[config.mk]
export PLATFORM = sky130hd
export DESIGN_NAME = trf_formatter
export DESIGN_NICKNAME = d
export VERILOG_FILES = /design/src/rtl/trf_pkg.sv /design/src/rtl/trf_formatter.sv
export VERILOG_INCLUDE_DIRS = /design/src /design/src/rtl
export SDC_FILE = /design/constraint.sdc
export NUM_CORES = 1
export LEC_CHECK = 0
export ABC_AREA = 1
export BUFFER_PORTS_ARGS = -buffer_cell sky130_fd_sc_hd__buf_2
export CAP_MARGIN = 0
export CORE_MARGIN = 5
export CORE_UTILIZATION = 47
export CTS_CLUSTER_SIZE = 28
export DETAILED_ROUTE_END_ITERATION = 12
export PLACE_DENSITY_LB_ADDON = 0.1
export SETUP_SLACK_MARGIN = 0.2
export SLEW_MARGIN = 20
export SYNTH_ARGS = -nofsm -noshare
export SYNTH_HDL_FRONTEND = slang
export SYNTH_SLANG_ARGS = --single-unit
[constraint.sdc]
create_clock -name aclk -period 14.55 [get_ports aclk]
set_clock_uncertainty 0.15 [all_clocks]
set_input_delay 2.1825 -clock aclk [delete_from_list [all_inputs] [get_ports aclk]]
set_output_delay 2.1825 -clock aclk [all_outputs]
set_load 0.1 [all_outputs]
[src/rtl/trf_params.svh]
// Purpose: Named constants of the temperature result formatter.
// Assumes: Included by its bare name.
// Notes: Register offsets are word indices; the byte address is four times the index.
`ifndef TRF_PARAMS_SVH
`define TRF_PARAMS_SVH
`define TRF_IDX_R1 7'h25
`define TRF_IDX_LOC 7'h26
`define TRF_IDX_R2 7'h27
`define TRF_IDX_OFS_R1 7'h70
`define TRF_IDX_OFS_LOC 7'h71
`define TRF_IDX_OFS_R2 7'h72
`define TRF_IDX_FRAC 7'h77
`define TRF_IDX_CFG 7'h7c
`define TRF_IDX_STAT 7'h7e
`define TRF_CFG_EXT 0
`define TRF_CFG_COMPAT 1
`define TRF_CH_R1 2'h0
`define TRF_CH_LOC 2'h1
`define TRF_CH_R2 2'h2
`define TRF_CUR_BASE 2'h0
`define TRF_CUR_FIRST 2'h1
`define TRF_CUR_SECOND 2'h2
`define TRF_LAST_SAMPLE 4'hf
`define TRF_BIAS 12'sh100
`define TRF_MIN_EXT 13'sh1f00
`define TRF_MIN_TWOS 13'sh1e00
`define TRF_MAX_TWOS 13'sh01ff
`define TRF_MAX_EXT 13'sh02ff
`define TRF_FAULT_TWOS 8'h80
`define TRF_FAULT_EXT 8'h00
`define TRF_PHASE_NS 10000
`define TRF_CLK_NS 50
`define TRF_PHASE_CYC ((`TRF_PHASE_NS + `TRF_CLK_NS - 1) / `TRF_CLK_NS)
`define TRF_RESP_OK 2'b00
`define TRF_RESP_ERR 2'b10
`endif

[src/rtl/trf_pkg.sv]
// Purpose: Types of the temperature result formatter.
// Assumes: Nothing.
// Notes: Sequencer states only.
package trf_pkg;
    typedef enum logic [1:0] {
        trf_st_local = 2'b00,
        trf_st_n1 = 2'b01,
        trf_st_n2 = 2'b10
    } trf_state_t;
endpackage : trf_pkg

[src/rtl/trf_formatter.sv]
// Purpose: Current stepping, averaging, offset and coding of temperature results.
// Assumes: The front end gives one offset-64 quarter-degree code per current step.
// Notes: Registers sit on an AXI4-Lite slave, one aligned word each.
`timescale 1ns/1ps
`include "trf_params.svh"

module trf_formatter (
    input wire logic aclk,
    input wire logic aresetn,
    input wire logic [11:0] awaddr,
    input wire logic awvalid,
    output logic awready,
    input wire logic [31:0] wdata,
    input wire logic [3:0] wstrb,
    input wire logic wvalid,
    output logic wready,
    output logic [1:0] bresp,
    output logic bvalid,
    input wire logic bready,
    input wire logic [11:0] araddr,
    input wire logic arvalid,
    output logic arready,
    output logic [31:0] rdata,
    output logic [1:0] rresp,
    output logic rvalid,
    input wire logic rready,
    output logic [1:0] meas_chan,
    output logic [1:0] current_sel,
    input wire logic adc_valid,
    input wire logic [9:0] adc_code,
    input wire logic adc_fault
);
    // ----------------------------------------
    // Helpers
    // ----------------------------------------
    function automatic logic trf_mapped(input logic [11:0] a);
        logic [6:0] i;
        i = a[8:2];
        trf_mapped = (a[1:0] == 2'b00) && (a[11:9] == 3'b000) &&
            ((i == `TRF_IDX_R1) || (i == `TRF_IDX_LOC) || (i == `TRF_IDX_R2) ||
             (i == `TRF_IDX_OFS_R1) || (i == `TRF_IDX_OFS_LOC) ||
             (i == `TRF_IDX_OFS_R2) || (i == `TRF_IDX_FRAC) ||
             (i == `TRF_IDX_CFG) || (i == `TRF_IDX_STAT));
    endfunction : trf_mapped

    // Clamping happens before coding so an offset can never wrap a reading.
    function automatic logic [9:0] trf_fmt(input logic signed [12:0] t, input logic e,
                                           input logic c, input logic f);
        logic signed [12:0] lo;
        logic signed [12:0] hi;
        logic signed [12:0] v;
        lo = (e || c) ? `TRF_MIN_EXT : `TRF_MIN_TWOS;
        hi = (e && !c) ? `TRF_MAX_EXT : `TRF_MAX_TWOS;
        v = (t < lo) ? lo : ((t > hi) ? hi : t);
        if (e && !c) begin
            v = v + 13'(`TRF_BIAS);
        end
        if (f) begin
            trf_fmt = {(e && !c) ? `TRF_FAULT_EXT : `TRF_FAULT_TWOS, 2'b00};
        end else begin
            trf_fmt = v[9:0];
        end
    endfunction : trf_fmt

    // ----------------------------------------
    // Measurement path
    // ----------------------------------------
    trf_pkg::trf_state_t state;
    logic [1:0] chan;
    logic [3:0] cnt;
    logic signed [15:0] acc;
    logic flt_acc;
    logic signed [11:0] t1;
    logic [7:0] ph_cnt;
    logic ph_hi;
    logic [9:0] res [3];
    logic [9:0] vis [3];
    logic [7:0] ofs [3];
    logic ext;
    logic compat;
    logic frozen;
    logic [2:0] pend;

    logic signed [11:0] t_now;
    logic signed [12:0] pair;
    logic signed [11:0] meas;
    logic meas_done;
    logic last;
    logic res_we;
    logic signed [15:0] acc_sum;
    logic signed [11:0] avg;
    logic [7:0] ofs_sel;
    logic signed [12:0] tofs;
    logic flt;
    logic [9:0] new_val;
    logic [1:0] next_chan;

    assign t_now = $signed({2'b00, adc_code}) - `TRF_BIAS;
    assign pair = t1 + t_now;
    assign meas = (state == trf_pkg::trf_st_local) ? t_now : pair[12:1];
    assign meas_done = adc_valid && (state != trf_pkg::trf_st_n1);
    assign last = (cnt == `TRF_LAST_SAMPLE);
    assign res_we = meas_done && last;
    assign acc_sum = acc + 16'(meas);
    assign avg = $signed(acc_sum[15:4]);
    assign ofs_sel = ofs[chan];
    assign tofs = 13'(avg) + 13'($signed({ofs_sel, 1'b0}));
    assign flt = flt_acc | adc_fault;
    assign new_val = trf_fmt(tofs, ext, compat, flt);
    assign next_chan = !last ? chan : ((chan == `TRF_CH_R2) ? `TRF_CH_R1 : chan + 2'h1);
    assign meas_chan = chan;

    // Sixteen measurements of one channel are taken back to back before moving on.
    always_ff @(posedge aclk) begin
        if (!aresetn) begin
            chan <= `TRF_CH_R1;
            state <= trf_pkg::trf_st_n1;
            cnt <= 4'h0;
            acc <= 16'sh0;
            flt_acc <= 1'b0;
            t1 <= 12'sh0;
        end else if (state == trf_pkg::trf_st_n1 && adc_valid) begin
            t1 <= t_now;
            state <= trf_pkg::trf_st_n2;
            flt_acc <= flt;
        end else if (meas_done) begin
            flt_acc <= last ? 1'b0 : flt;
            cnt <= last ? 4'h0 : cnt + 4'h1;
            acc <= last ? 16'sh0 : acc_sum;
            chan <= next_chan;
            state <= (next_chan == `TRF_CH_LOC) ? trf_pkg::trf_st_local : trf_pkg::trf_st_n1;
        end
    end

    always_ff @(posedge aclk) begin
        if (!aresetn) begin
            ph_cnt <= 8'h0;
            ph_hi <= 1'b0;
            current_sel <= `TRF_CUR_BASE;
        end else begin
            if (adc_valid) begin
                ph_cnt <= 8'h0;
                ph_hi <= 1'b0;
            end else if (ph_cnt == 8'(`TRF_PHASE_CYC - 1)) begin
                ph_cnt <= 8'h0;
                ph_hi <= !ph_hi;
            end else begin
                ph_cnt <= ph_cnt + 8'h1;
            end
            if (adc_valid || !ph_hi || state == trf_pkg::trf_st_local) begin
                current_sel <= `TRF_CUR_BASE;
            end else begin
                current_sel <= (state == trf_pkg::trf_st_n2) ? `TRF_CUR_SECOND
                                                              : `TRF_CUR_FIRST;
            end
        end
    end

    always_ff @(posedge aclk) begin
        if (!aresetn) begin
            for (int i = 0; i < 3; i++) begin
                res[i] <= 10'h0;
            end
        end else if (res_we) begin
            res[chan] <= new_val;
        end
    end

    // ----------------------------------------
    // Register slave
    // ----------------------------------------
    logic aw_held;
    logic w_held;
    logic [11:0] aw_q;
    logic [31:0] wdata_q;
    logic [3:0] wstrb_q;
    logic wr_go;
    logic ar_take;
    logic [6:0] rd_idx;
    logic frac_take;
    logic [2:0] clr;
    logic [31:0] rd_word;

    assign awready = !aw_held && !bvalid;
    assign wready = !w_held && !bvalid;
    assign arready = !rvalid;
    assign wr_go = aw_held && w_held && !bvalid;
    assign ar_take = arvalid && arready;
    assign rd_idx = araddr[8:2];
    assign frac_take = ar_take && trf_mapped(araddr) && (rd_idx == `TRF_IDX_FRAC);
    assign clr[0] = ar_take && trf_mapped(araddr) && (rd_idx == `TRF_IDX_R1);
    assign clr[1] = ar_take && trf_mapped(araddr) && (rd_idx == `TRF_IDX_LOC);
    assign clr[2] = ar_take && trf_mapped(araddr) && (rd_idx == `TRF_IDX_R2);

    // Visible copies lag the results; the freeze stops the copy, never the averaging.
    always_ff @(posedge aclk) begin
        if (!aresetn) begin
            for (int i = 0; i < 3; i++) begin
                vis[i] <= 10'h0;
            end
        end else if (!frozen && !frac_take) begin
            for (int i = 0; i < 3; i++) begin
                vis[i] <= res[i];
            end
        end
    end

    always_ff @(posedge aclk) begin
        if (!aresetn) begin
            frozen <= 1'b0;
            pend <= 3'h0;
        end else if (frac_take) begin
            frozen <= 1'b1;
            pend <= 3'h7;
        end else if (frozen) begin
            pend <= pend & ~clr;
            frozen <= ((pend & ~clr) != 3'h0);
        end
    end

    always_comb begin
        rd_word = 32'h0;
        case (rd_idx)
            `TRF_IDX_R1: rd_word[7:0] = vis[0][9:2];
            `TRF_IDX_LOC: rd_word[7:0] = vis[1][9:2];
            `TRF_IDX_R2: rd_word[7:0] = vis[2][9:2];
            `TRF_IDX_FRAC: rd_word[7:0] = {vis[2][1:0], vis[1][1:0], vis[0][1:0], 2'b00};
            `TRF_IDX_OFS_R1: rd_word[7:0] = ofs[0];
            `TRF_IDX_OFS_LOC: rd_word[7:0] = ofs[1];
            `TRF_IDX_OFS_R2: rd_word[7:0] = ofs[2];
            `TRF_IDX_CFG: rd_word[1:0] = {compat, ext};
            `TRF_IDX_STAT: rd_word[3:0] = {pend, frozen};
            default: rd_word = 32'h0;
        endcase
    end

    always_ff @(posedge aclk) begin
        if (!aresetn) begin
            rvalid <= 1'b0;
            rdata <= 32'h0;
            rresp <= `TRF_RESP_OK;
        end else if (ar_take) begin
            rvalid <= 1'b1;
            rdata <= trf_mapped(araddr) ? rd_word : 32'h0;
            rresp <= trf_mapped(araddr) ? `TRF_RESP_OK : `TRF_RESP_ERR;
        end else if (rready) begin
            rvalid <= 1'b0;
        end
    end

    always_ff @(posedge aclk) begin
        if (!aresetn) begin
            aw_held <= 1'b0;
            w_held <= 1'b0;
            aw_q <= 12'h0;
            wdata_q <= 32'h0;
            wstrb_q <= 4'h0;
            bvalid <= 1'b0;
            bresp <= `TRF_RESP_OK;
        end else begin
            if (awvalid && awready) begin
                aw_held <= 1'b1;
                aw_q <= awaddr;
            end
            if (wvalid && wready) begin
                w_held <= 1'b1;
                wdata_q <= wdata;
                wstrb_q <= wstrb;
            end
            if (wr_go) begin
                aw_held <= 1'b0;
                w_held <= 1'b0;
                bvalid <= 1'b1;
                bresp <= trf_mapped(aw_q) ? `TRF_RESP_OK : `TRF_RESP_ERR;
            end else if (bready) begin
                bvalid <= 1'b0;
            end
        end
    end

    // Only byte lane 0 carries data; writes to read-only words are accepted and ignored.
    always_ff @(posedge aclk) begin
        if (!aresetn) begin
            for (int i = 0; i < 3; i++) begin
                ofs[i] <= 8'h0;
            end
            ext <= 1'b0;
            compat <= 1'b0;
        end else if (wr_go && trf_mapped(aw_q) && wstrb_q[0]) begin
            case (aw_q[8:2])
                `TRF_IDX_OFS_R1: ofs[0] <= wdata_q[7:0];
                `TRF_IDX_OFS_LOC: ofs[1] <= wdata_q[7:0];
                `TRF_IDX_OFS_R2: ofs[2] <= wdata_q[7:0];
                `TRF_IDX_CFG: begin
                    ext <= wdata_q[`TRF_CFG_EXT];
                    compat <= wdata_q[`TRF_CFG_COMPAT];
                end
                default: ;
            endcase
        end
    end
endmodule : trf_formatter

==> impl_metrics.ini, run 1 <==
[timing]
setup_viol = 0
slew_violations = 0
final.setup.tns_ps = 0
fmax_mhz = 117
finalHoldViolCount = 0
rsz0062_at_grt = false
maxSlewHeadroom = 0.459
tightest_slew_ps = 808
fin_hold_ws_ps = 289
fin_crit_ps = 8540
finalCritPeriodShare = 0.587

[cts]
numCtsBuffers = 17
root_buffer = clkbuf_16
path_clk_slew_ps = 70
tritoncts = done
cts_setup_buffers = 0
cts_hold_buf = 0
ctsHtreeMaxLevel = 4
clkSinkCount = 174
clock_latency_ps = 430
cts_max_path_buffers = 2
cts_resized = 0

[route]
vias = 7402
first_iter_violations = 400
ant_nets = 0
drtPass1Iterations = 7
drc = 0
wl_per_cell_um = 14.2
routed_wl_um = 21400
vias_per_cell = 4.92

[yosys]
synth_edf_count = 84
ys_seq_elements = 174
synth_cells = 1151
synth_top_area_frac = 0.270
seq_area_frac_synth = 0.463
syn_avg_cell_area_um2 = 8.11
synthTopCellsByArea = edfxtp_1 (27%), dfxtp_1 (19%), inv_1 (7.8%)
yosys.area.top_type = edfxtp_1
syn_area_um2 = 9330
synthTopCellsByCount = inv_1 (194), nand2_1 (169), nor2_1 (161)
ys.flop_type = dfxtp_1
synth_most_common_cell = inv_1
synthDistinctLibCells = 48
synthArstFlopShare = 0
ys_warn_count = 0

[die]
rows = 51
die_w_um = 151
core_area_um2 = 19500
start_util = 0.478
dieHeight_um = 151
dieArea_um2 = 22800
ios = 124

[placed_design]
place_hpwl_um = 16200
placed_cell_area_um2 = 9890
numPortBuffers = 70
gp_congestion = 0.830

[critical_path]
critPathCaptureType = flip-flop
critical_path_class = in2reg
cp_common_cell = nor2_1
reg2reg_depth = 47
cp-start-kind = primary input
critPathRequiredTime_ps = 14550
crit_path_max_fanout = 9
max_stage_delay_ps = 350
critPathArrivalTime_ps = 8540
crit_path_top_delay_cell = ha_1

[global_routing]
antenna_found_initial = 1
grt_max_degree = 55
grt_pass1_wl_um = 34200
overflow = 0
track_usage = 0.192
first_global_vias = 6870

[cells_and_area]
antenna_cells = 0
fin_area_um2 = 10500
drive_gt1_frac = 0.116
fillers = 1882
nNetsFinal = 1351
synthToLayoutAreaGrowth_pct = 12.2

[job]
maxCapViolations = 0

[worst_hold_path]
worstHoldPathType = reg2reg
hold_depth = 1

[pwr]
power.density_nw_per_um2 = 137
power_mw = 1.43
leakage_nw = 4.70
irDropWorstVdd_mv = 0.0799

[outcome]
outcome = complete, no violations
## metrics by stage
| stage | utilization | cells | worst slack (ps) |
|---|---|---|---|
| detailed placement | 0.506 | 1471 | 5540 |
| global placement | 0.506 | 1471 | 5630 |
| floorplan | - | 1176 | 6630 |
| global route | 0.536 | 1503 | 5310 |
| finish | 0.536 | 1503 | 6010 |
| CTS | 0.536 | 1503 | 5960 |
## final timing paths
path / startpoint / to / slack, ps
min reg2reg: cnt[2] / cnt[2] / 290
max: adc_code[3] / res[2][9] / 6010
max reg2reg: t1[0] / res[2][9] / 7580
min: cnt[2] / cnt[2] / 290
## worst max-delay path: cells and delay by family
family	cells	cell delay, ps
simple gates	26	2540
buf+inv	6	410
compound gates	11	1830
xor+xnor	1	240
fa+ha+maj	4	1310
## final cells by class
type	count	area (µm²)	area share
Clock buffer	19	454	0.0434
Clock inverter	13	126	0.0121
Inverter	200	751	0.0717
Multi-Input combinational cell	754	4080	0.389
Sequential cell	174	4320	0.413
Tap cell	265	332	0.0317
Timing Repair Buffer	78	410	0.0392
## layout by cell type (no fill, tap or decap), drive strengths merged, types with 19 or more instances in the layout
cell | synthesis | layout
nand3 | 44 | 44
conb | 1 | 26
nand2 | 187 | 187
buf | 29 | 78
inv | 197 | 202
nor2 | 165 | 165
ha | 44 | 44
o21ai | 93 | 93
a21oi | 79 | 79
dfxtp | 90 | 90
edfxtp | 84 | 84
clkbuf | 19 | 19
## logic make-up after synthesis
kind of cell	synth area share
buffers and inverters	0.110
other	0.000402
adders and majority gates	0.0654
AOI/OAI and AO/OA	0.140
DFF	0.463
xor gates and xnor gates	0.0206
and+or+nand+nor	0.199
## sequential cells by signal, indices dropped and copies added, names as in the netlist, 2 cells and up, named ones only
signal,cells
rdata,8
res,30
ofs,24
current_sel,2
pend,3
t1,11
meas_chan,2
vis,30
acc,16
state,2
ph_cnt,8
wdata_q,8
cnt,4
aw_q,12
## metal layers
layer / GRT usage / vias to the layer above / routed length [µm]
met2: 0.319 / 155 / 10100
met5: 0 / - / 11
met4: 0.0517 / 2 / 291
li1: - / 3868 / -
met1: 0.251 / 3357 / 9730
met3: 0.0482 / 20 / 1220
## report_power, final
group / leakage [nW] / switching [mW] / internal, mW
combinational: 2.78 / 0.294 / 0.139
sequential: 1.65 / 0.0137 / 0.538
clock: 0.268 / 0.201 / 0.249
Power figures use the tool's default switching activity.
==> inputs of run 2 (changes only) <==
==> constraint.sdc (replaced) <==
create_clock -name aclk -period 8.1 [get_ports aclk]
set_clock_uncertainty 0.15 [all_clocks]
set_input_delay 1.215 -clock aclk [delete_from_list [all_inputs] [get_ports aclk]]
set_output_delay 1.215 -clock aclk [all_outputs]
set_load 0.1 [all_outputs]
==> run 2 against run 1 <==
Against the previous run: cell count grew 0.13%; final area up 1.0%; utilization is 0.55 points higher; clock power grew 84%; die area stayed put; non-clock buffer count is 2 higher; worst setup slack worse by 5100 ps; worst hold slack improved by 1.7 ps; sequential share of layout area fell by 0.42 points; critical path type unchanged; critical endpoint is now res[1][9]; highest routed layer is now met4.
==> impl_metrics.ini, run 2 (synthesized netlist as in run 1, its figures left out) <==
[outcome]
outcome = complete, no violations

[timing]
finalCritPeriodShare = 0.885
slew_violations = 0
finalHoldViolCount = 0
maxSlewHeadroom = 0.455
fmax_mhz = 140
final.setup.tns_ps = 0
rsz0062_at_grt = false
fin_crit_ps = 7170
tightest_slew_ps = 815
setup_viol = 0

[worst_hold_path]
worstHoldPathType = reg2reg

[pwr]
p_int_mw = 1.70
leakage_nw = 4.75
power.density_nw_per_um2 = 248
p_clk_frac = 0.316
irDropWorstVdd_mv = 0.148
power.share.switching = 0.352
switchingPower_uw = 923
power_mw = 2.62
seqPwrFrac = 0.378
combPwrFrac = 0.306

[die]
dieArea_um2 = 22800
start_util = 0.478
rows = 51
dieHeight_um = 151
die_w_um = 151
core_area_um2 = 19500
ios = 124

[placed_design]
placed_cells = 1472
placed_cell_area_um2 = 9900
gp_congestion = 0.869
numPortBuffers = 70
place_hpwl_um = 16100

[cells_and_area]
fillers = 1822
antenna_cells = 0
drive_gt1_frac = 0.129
fin_area_um2 = 10600
layout_commonest_cell = inv_1
synthToLayoutAreaGrowth_pct = 13.4
layout_common_cells = inv_1 (194), nand2_1 (168), nor2_1 (161), dfxtp_1 (90), o21ai_0 (89)
reg_top3 = res (30), vis (30), ofs (24)
nNetsFinal = 1353
fin_cells = 1505

[route]
routed_wl_um = 21400
ant_nets = 0
drtPass1Iterations = 7
vias = 7417
drc = 0
wl_per_cell_um = 14.2
first_iter_violations = 400
vias_per_cell = 4.93

[cts]
tritoncts = done
ctsHtreeMaxLevel = 4
clock_latency_ps = 420
cts_hold_buf = 0
clkSinkCount = 174
numCtsBuffers = 17
cts_max_path_buffers = 2
path_clk_slew_ps = 70
root_buffer = clkbuf_16

[critical_path]
cp-start-kind = primary input
max_stage_delay_ps = 410
critPathCaptureType = flip-flop
critPathArrivalTime_ps = 7180
critPathRequiredTime_ps = 8110
crit_path_top_delay_cell = fa_1
critical_path_class = in2reg
cp_common_cell = nor2_1
crit_path_max_fanout = 9

[global_routing]
busiest_layer = met2
use_met1 = 0.260
track_usage = 0.194
first_global_vias = 6897
grt_pass1_wl_um = 34800
grt_use_met2 = 0.328
met3_usage = 0.0404
overflow = 0
antenna_found_initial = 0
grt_max_degree = 53

[job]
maxCapViolations = 0
## run 2: cell count changes in the layout (fill, tap and decap cells not counted), moves of 3 or more
cell	delta
inv_8	-3
clkinvlp_4	-4
o21ai_0	-3
inv_6	+4
## run 2: critical path: cells and delay by family
family / cells / cell delay (ps)
buffers and inverters: 6 / 410
adders and majority gates: 4 / 1360
and+or+nand+nor: 27 / 2580
AOI/OAI and AO/OA: 10 / 1470
xor gates and xnor gates: 1 / 170
## run 2: layout make-up
type,count,area (µm²),area share
clock inverters,13,136,0.0129
clock buffers,19,464,0.0439
flip-flops and latches,174,4320,0.409
inverters,200,751,0.0710
well taps,265,332,0.0313
multi-input cells,754,4150,0.392
repair buffers,80,425,0.0402
## run 2: final timing paths
| kind | depth (start not counted) | from | endpoint | slack [ps] |
|---|---|---|---|---|
| worst max register to register | 47 | t1[0] | res[1][9] | 1530 |
| worst min register to register | 1 | cnt[2] | cnt[2] | 290 |
| worst max-delay path | 48 | adc_code[0] | res[1][9] | 930 |
| worst min-delay path | 1 | cnt[2] | cnt[2] | 290 |
## run 2: through the flow
step | hold WS, ps | setup slack (ps) | utilization
after floorplan | 262 | 1150 | -
after global placement | 280 | 262 | 0.507
after detailed placement | 284 | 124 | 0.507
after CTS | 294 | 568 | 0.538
after global routing | 320 | 133 | 0.542
final | 291 | 932 | 0.542
## run 2: metal layers
metal,up-vias,routed length (µm)
li1,3867,-
met1,3378,10100
met2,160,10200
met3,12,985
met4,0,194
met5,-,0
## run 2: power groups by stage
stage | logic [mW] | clock network [mW] | registers [mW]
after floorplan | 0.628 | 0 | 1.02
after global placement | 0.773 | 0 | 1.01
after detailed placement | 0.782 | 0 | 1.01
after CTS | 0.785 | 0.845 | 0.991
after global routing | 0.917 | 0.887 | 0.997
final | 0.803 | 0.830 | 0.991
## run 2: repair_timing
item,4_1_cts,5_1_grt
buffers inserted,0,1
endpoints found under the setup margin,0,30
gates resized for setup,0,14
endpoints found under the hold margin,0,0
==> inputs of run 3 (changes only) <==
--- a/config.mk
+++ b/config.mk
@@ -10,7 +10,7 @@
 export BUFFER_PORTS_ARGS = -buffer_cell sky130_fd_sc_hd__buf_2
 export CAP_MARGIN = 0
 export CORE_MARGIN = 5
-export CORE_UTILIZATION = 47
+export CORE_UTILIZATION = 49
 export CTS_CLUSTER_SIZE = 28
 export DETAILED_ROUTE_END_ITERATION = 12
 export PLACE_DENSITY_LB_ADDON = 0.1
==> run 3 against run 2 <==
Against the previous run: sequential share of layout area rose by 0.58 points; clock power fell by 2%; sequential cell count unchanged; cell count shrank 2.4%; die area is 3.8% lower; critical endpoint is now res[0][9]; largest power group unchanged.
==> impl_metrics.ini, run 3 (synthesized netlist as in run 1, its figures left out) <==
[cells_and_area]
antenna_cells = 0
fin_cells = 1469
reg_top3 = res (30), vis (30), ofs (24)
fin_area_um2 = 10400
layout_commonest_cell = inv_1
layout_common_cells = inv_1 (194), nand2_1 (169), nor2_1 (161), dfxtp_1 (90), o21ai_0 (86)
drive_gt1_frac = 0.118
fin_util = 0.558
nNetsFinal = 1348
synthToLayoutAreaGrowth_pct = 11.8

[placed_design]
gp_congestion = 0.868
placed_cells = 1437
place_hpwl_um = 15800
numPortBuffers = 70
dpl_worst_slack_ps = 300
placed_cell_area_um2 = 9830

[cts]
cts_hold_buf = 0
cts_max_path_buffers = 2
tritoncts = done
clock_latency_ps = 430
numCtsBuffers = 17
ctsHtreeMaxLevel = 4
path_clk_slew_ps = 70
root_buffer = clkbuf_16
clkSinkCount = 174

[die]
rows = 50
die_w_um = 148
start_util = 0.499
dieArea_um2 = 21900
dieHeight_um = 148
core_area_um2 = 18700
ios = 124

[critical_path]
critical_path_class = in2reg
cp_common_cell = nor2_1
cp-start-kind = primary input
crit_path_max_fanout = 9
critPathRequiredTime_ps = 8120
crit_path_top_delay_cell = ha_1
max_stage_delay_ps = 340
critPathArrivalTime_ps = 7170
critPathCaptureType = flip-flop

[global_routing]
grt_max_degree = 57
first_global_vias = 6853
overflow = 0
track_usage = 0.192
antenna_found_initial = 0
grt_pass1_wl_um = 33700

[route]
wl_per_cell_um = 14.2
drc = 0
vias = 7306
drtPass1Iterations = 6
ant_nets = 0
routed_wl_um = 20800
vias_per_cell = 4.97
first_iter_violations = 374

[outcome]
outcome = complete, no violations

[timing]
finalHoldViolCount = 0
maxSlewHeadroom = 0.274
fin_ws_ps = 951
setup_viol = 0
slew_violations = 0
final.setup.tns_ps = 0
fmax_mhz = 140
tightest_slew_ps = 1090
finalCritPeriodShare = 0.883
rsz0062_at_grt = false
fin_crit_ps = 7150

[pwr]
power.density_nw_per_um2 = 249
irDropWorstVdd_mv = 0.171
leakage_nw = 4.71

[worst_hold_path]
worstHoldPathType = reg2reg

[job]
maxCapViolations = 0
[run 3: cell count changes in the layout (fill, tap and decap cells not counted), sizes merged]
cell,before,now
buf,80,75
clkinvlp,1,0
clkbuf,19,18
clkinv,6,8
inv,204,206
bufinv,2,0
[run 3: final timing paths]
path	startpoint	endpoint	slack (ps)	depth (start not counted)
setup reg to reg	t1[0]	res[0][9]	1540	47
hold reg to reg	cnt[2]	cnt[2]	290	1
hold / removal	cnt[2]	cnt[2]	290	1
setup / recovery	adc_code[3]	res[0][9]	950	48
[run 3: critical path: cells and delay by family]
kind | cells | cell delay, ps
fa+ha+maj | 4 | 1270
simple gates | 26 | 2460
compound gates | 9 | 1390
xor+xnor | 2 | 330
buf+inv | 7 | 470
[run 3: final cells by class]
class	count	area [µm²]
fillers	1730	8270
multi-input cells	754	4090
repair buffers	75	388
inverters	200	751
clock inverters	14	138
flip-flops and latches	174	4320
clock buffers	18	450
well taps	234	293
[run 3: where the power goes]
part / internal, mW / total (mW) / switching (mW)
clock network: 0.428 / 0.815 / 0.387
logic: 0.253 / 0.788 / 0.535
registers: 0.965 / 0.990 / 0.0250
total: 1.65 / 2.59 / 0.947
[run 3: per-layer routing]
metal / wire [µm] / global-route usage / share of wire / vias up
li1: - / - / - / 3861
met1: 10100 / 0.262 / 0.49 / 3287
met2: 9510 / 0.315 / 0.46 / 142
met3: 949 / 0.0423 / 0.046 / 16
met4: 234 / 0.0411 / 0.011 / 0
met5: 0 / 0 / 0 / -
[run 3: repair_timing]
| action | CTS | global route |
|---|---|---|
| gates resized for setup | 0 | 6 |
| setup endpoints to repair | 0 | 12 |
| setup buffers | 0 | 0 |
[run 3: stage by stage]
stage | total power, mW | hold WS (ps)
CTS | 2.61 | 295
floorplan | 1.64 | 262
global placement | 1.79 | 277
finish | 2.59 | 293
global route | 2.77 | 316
detailed placement | 1.80 | 279
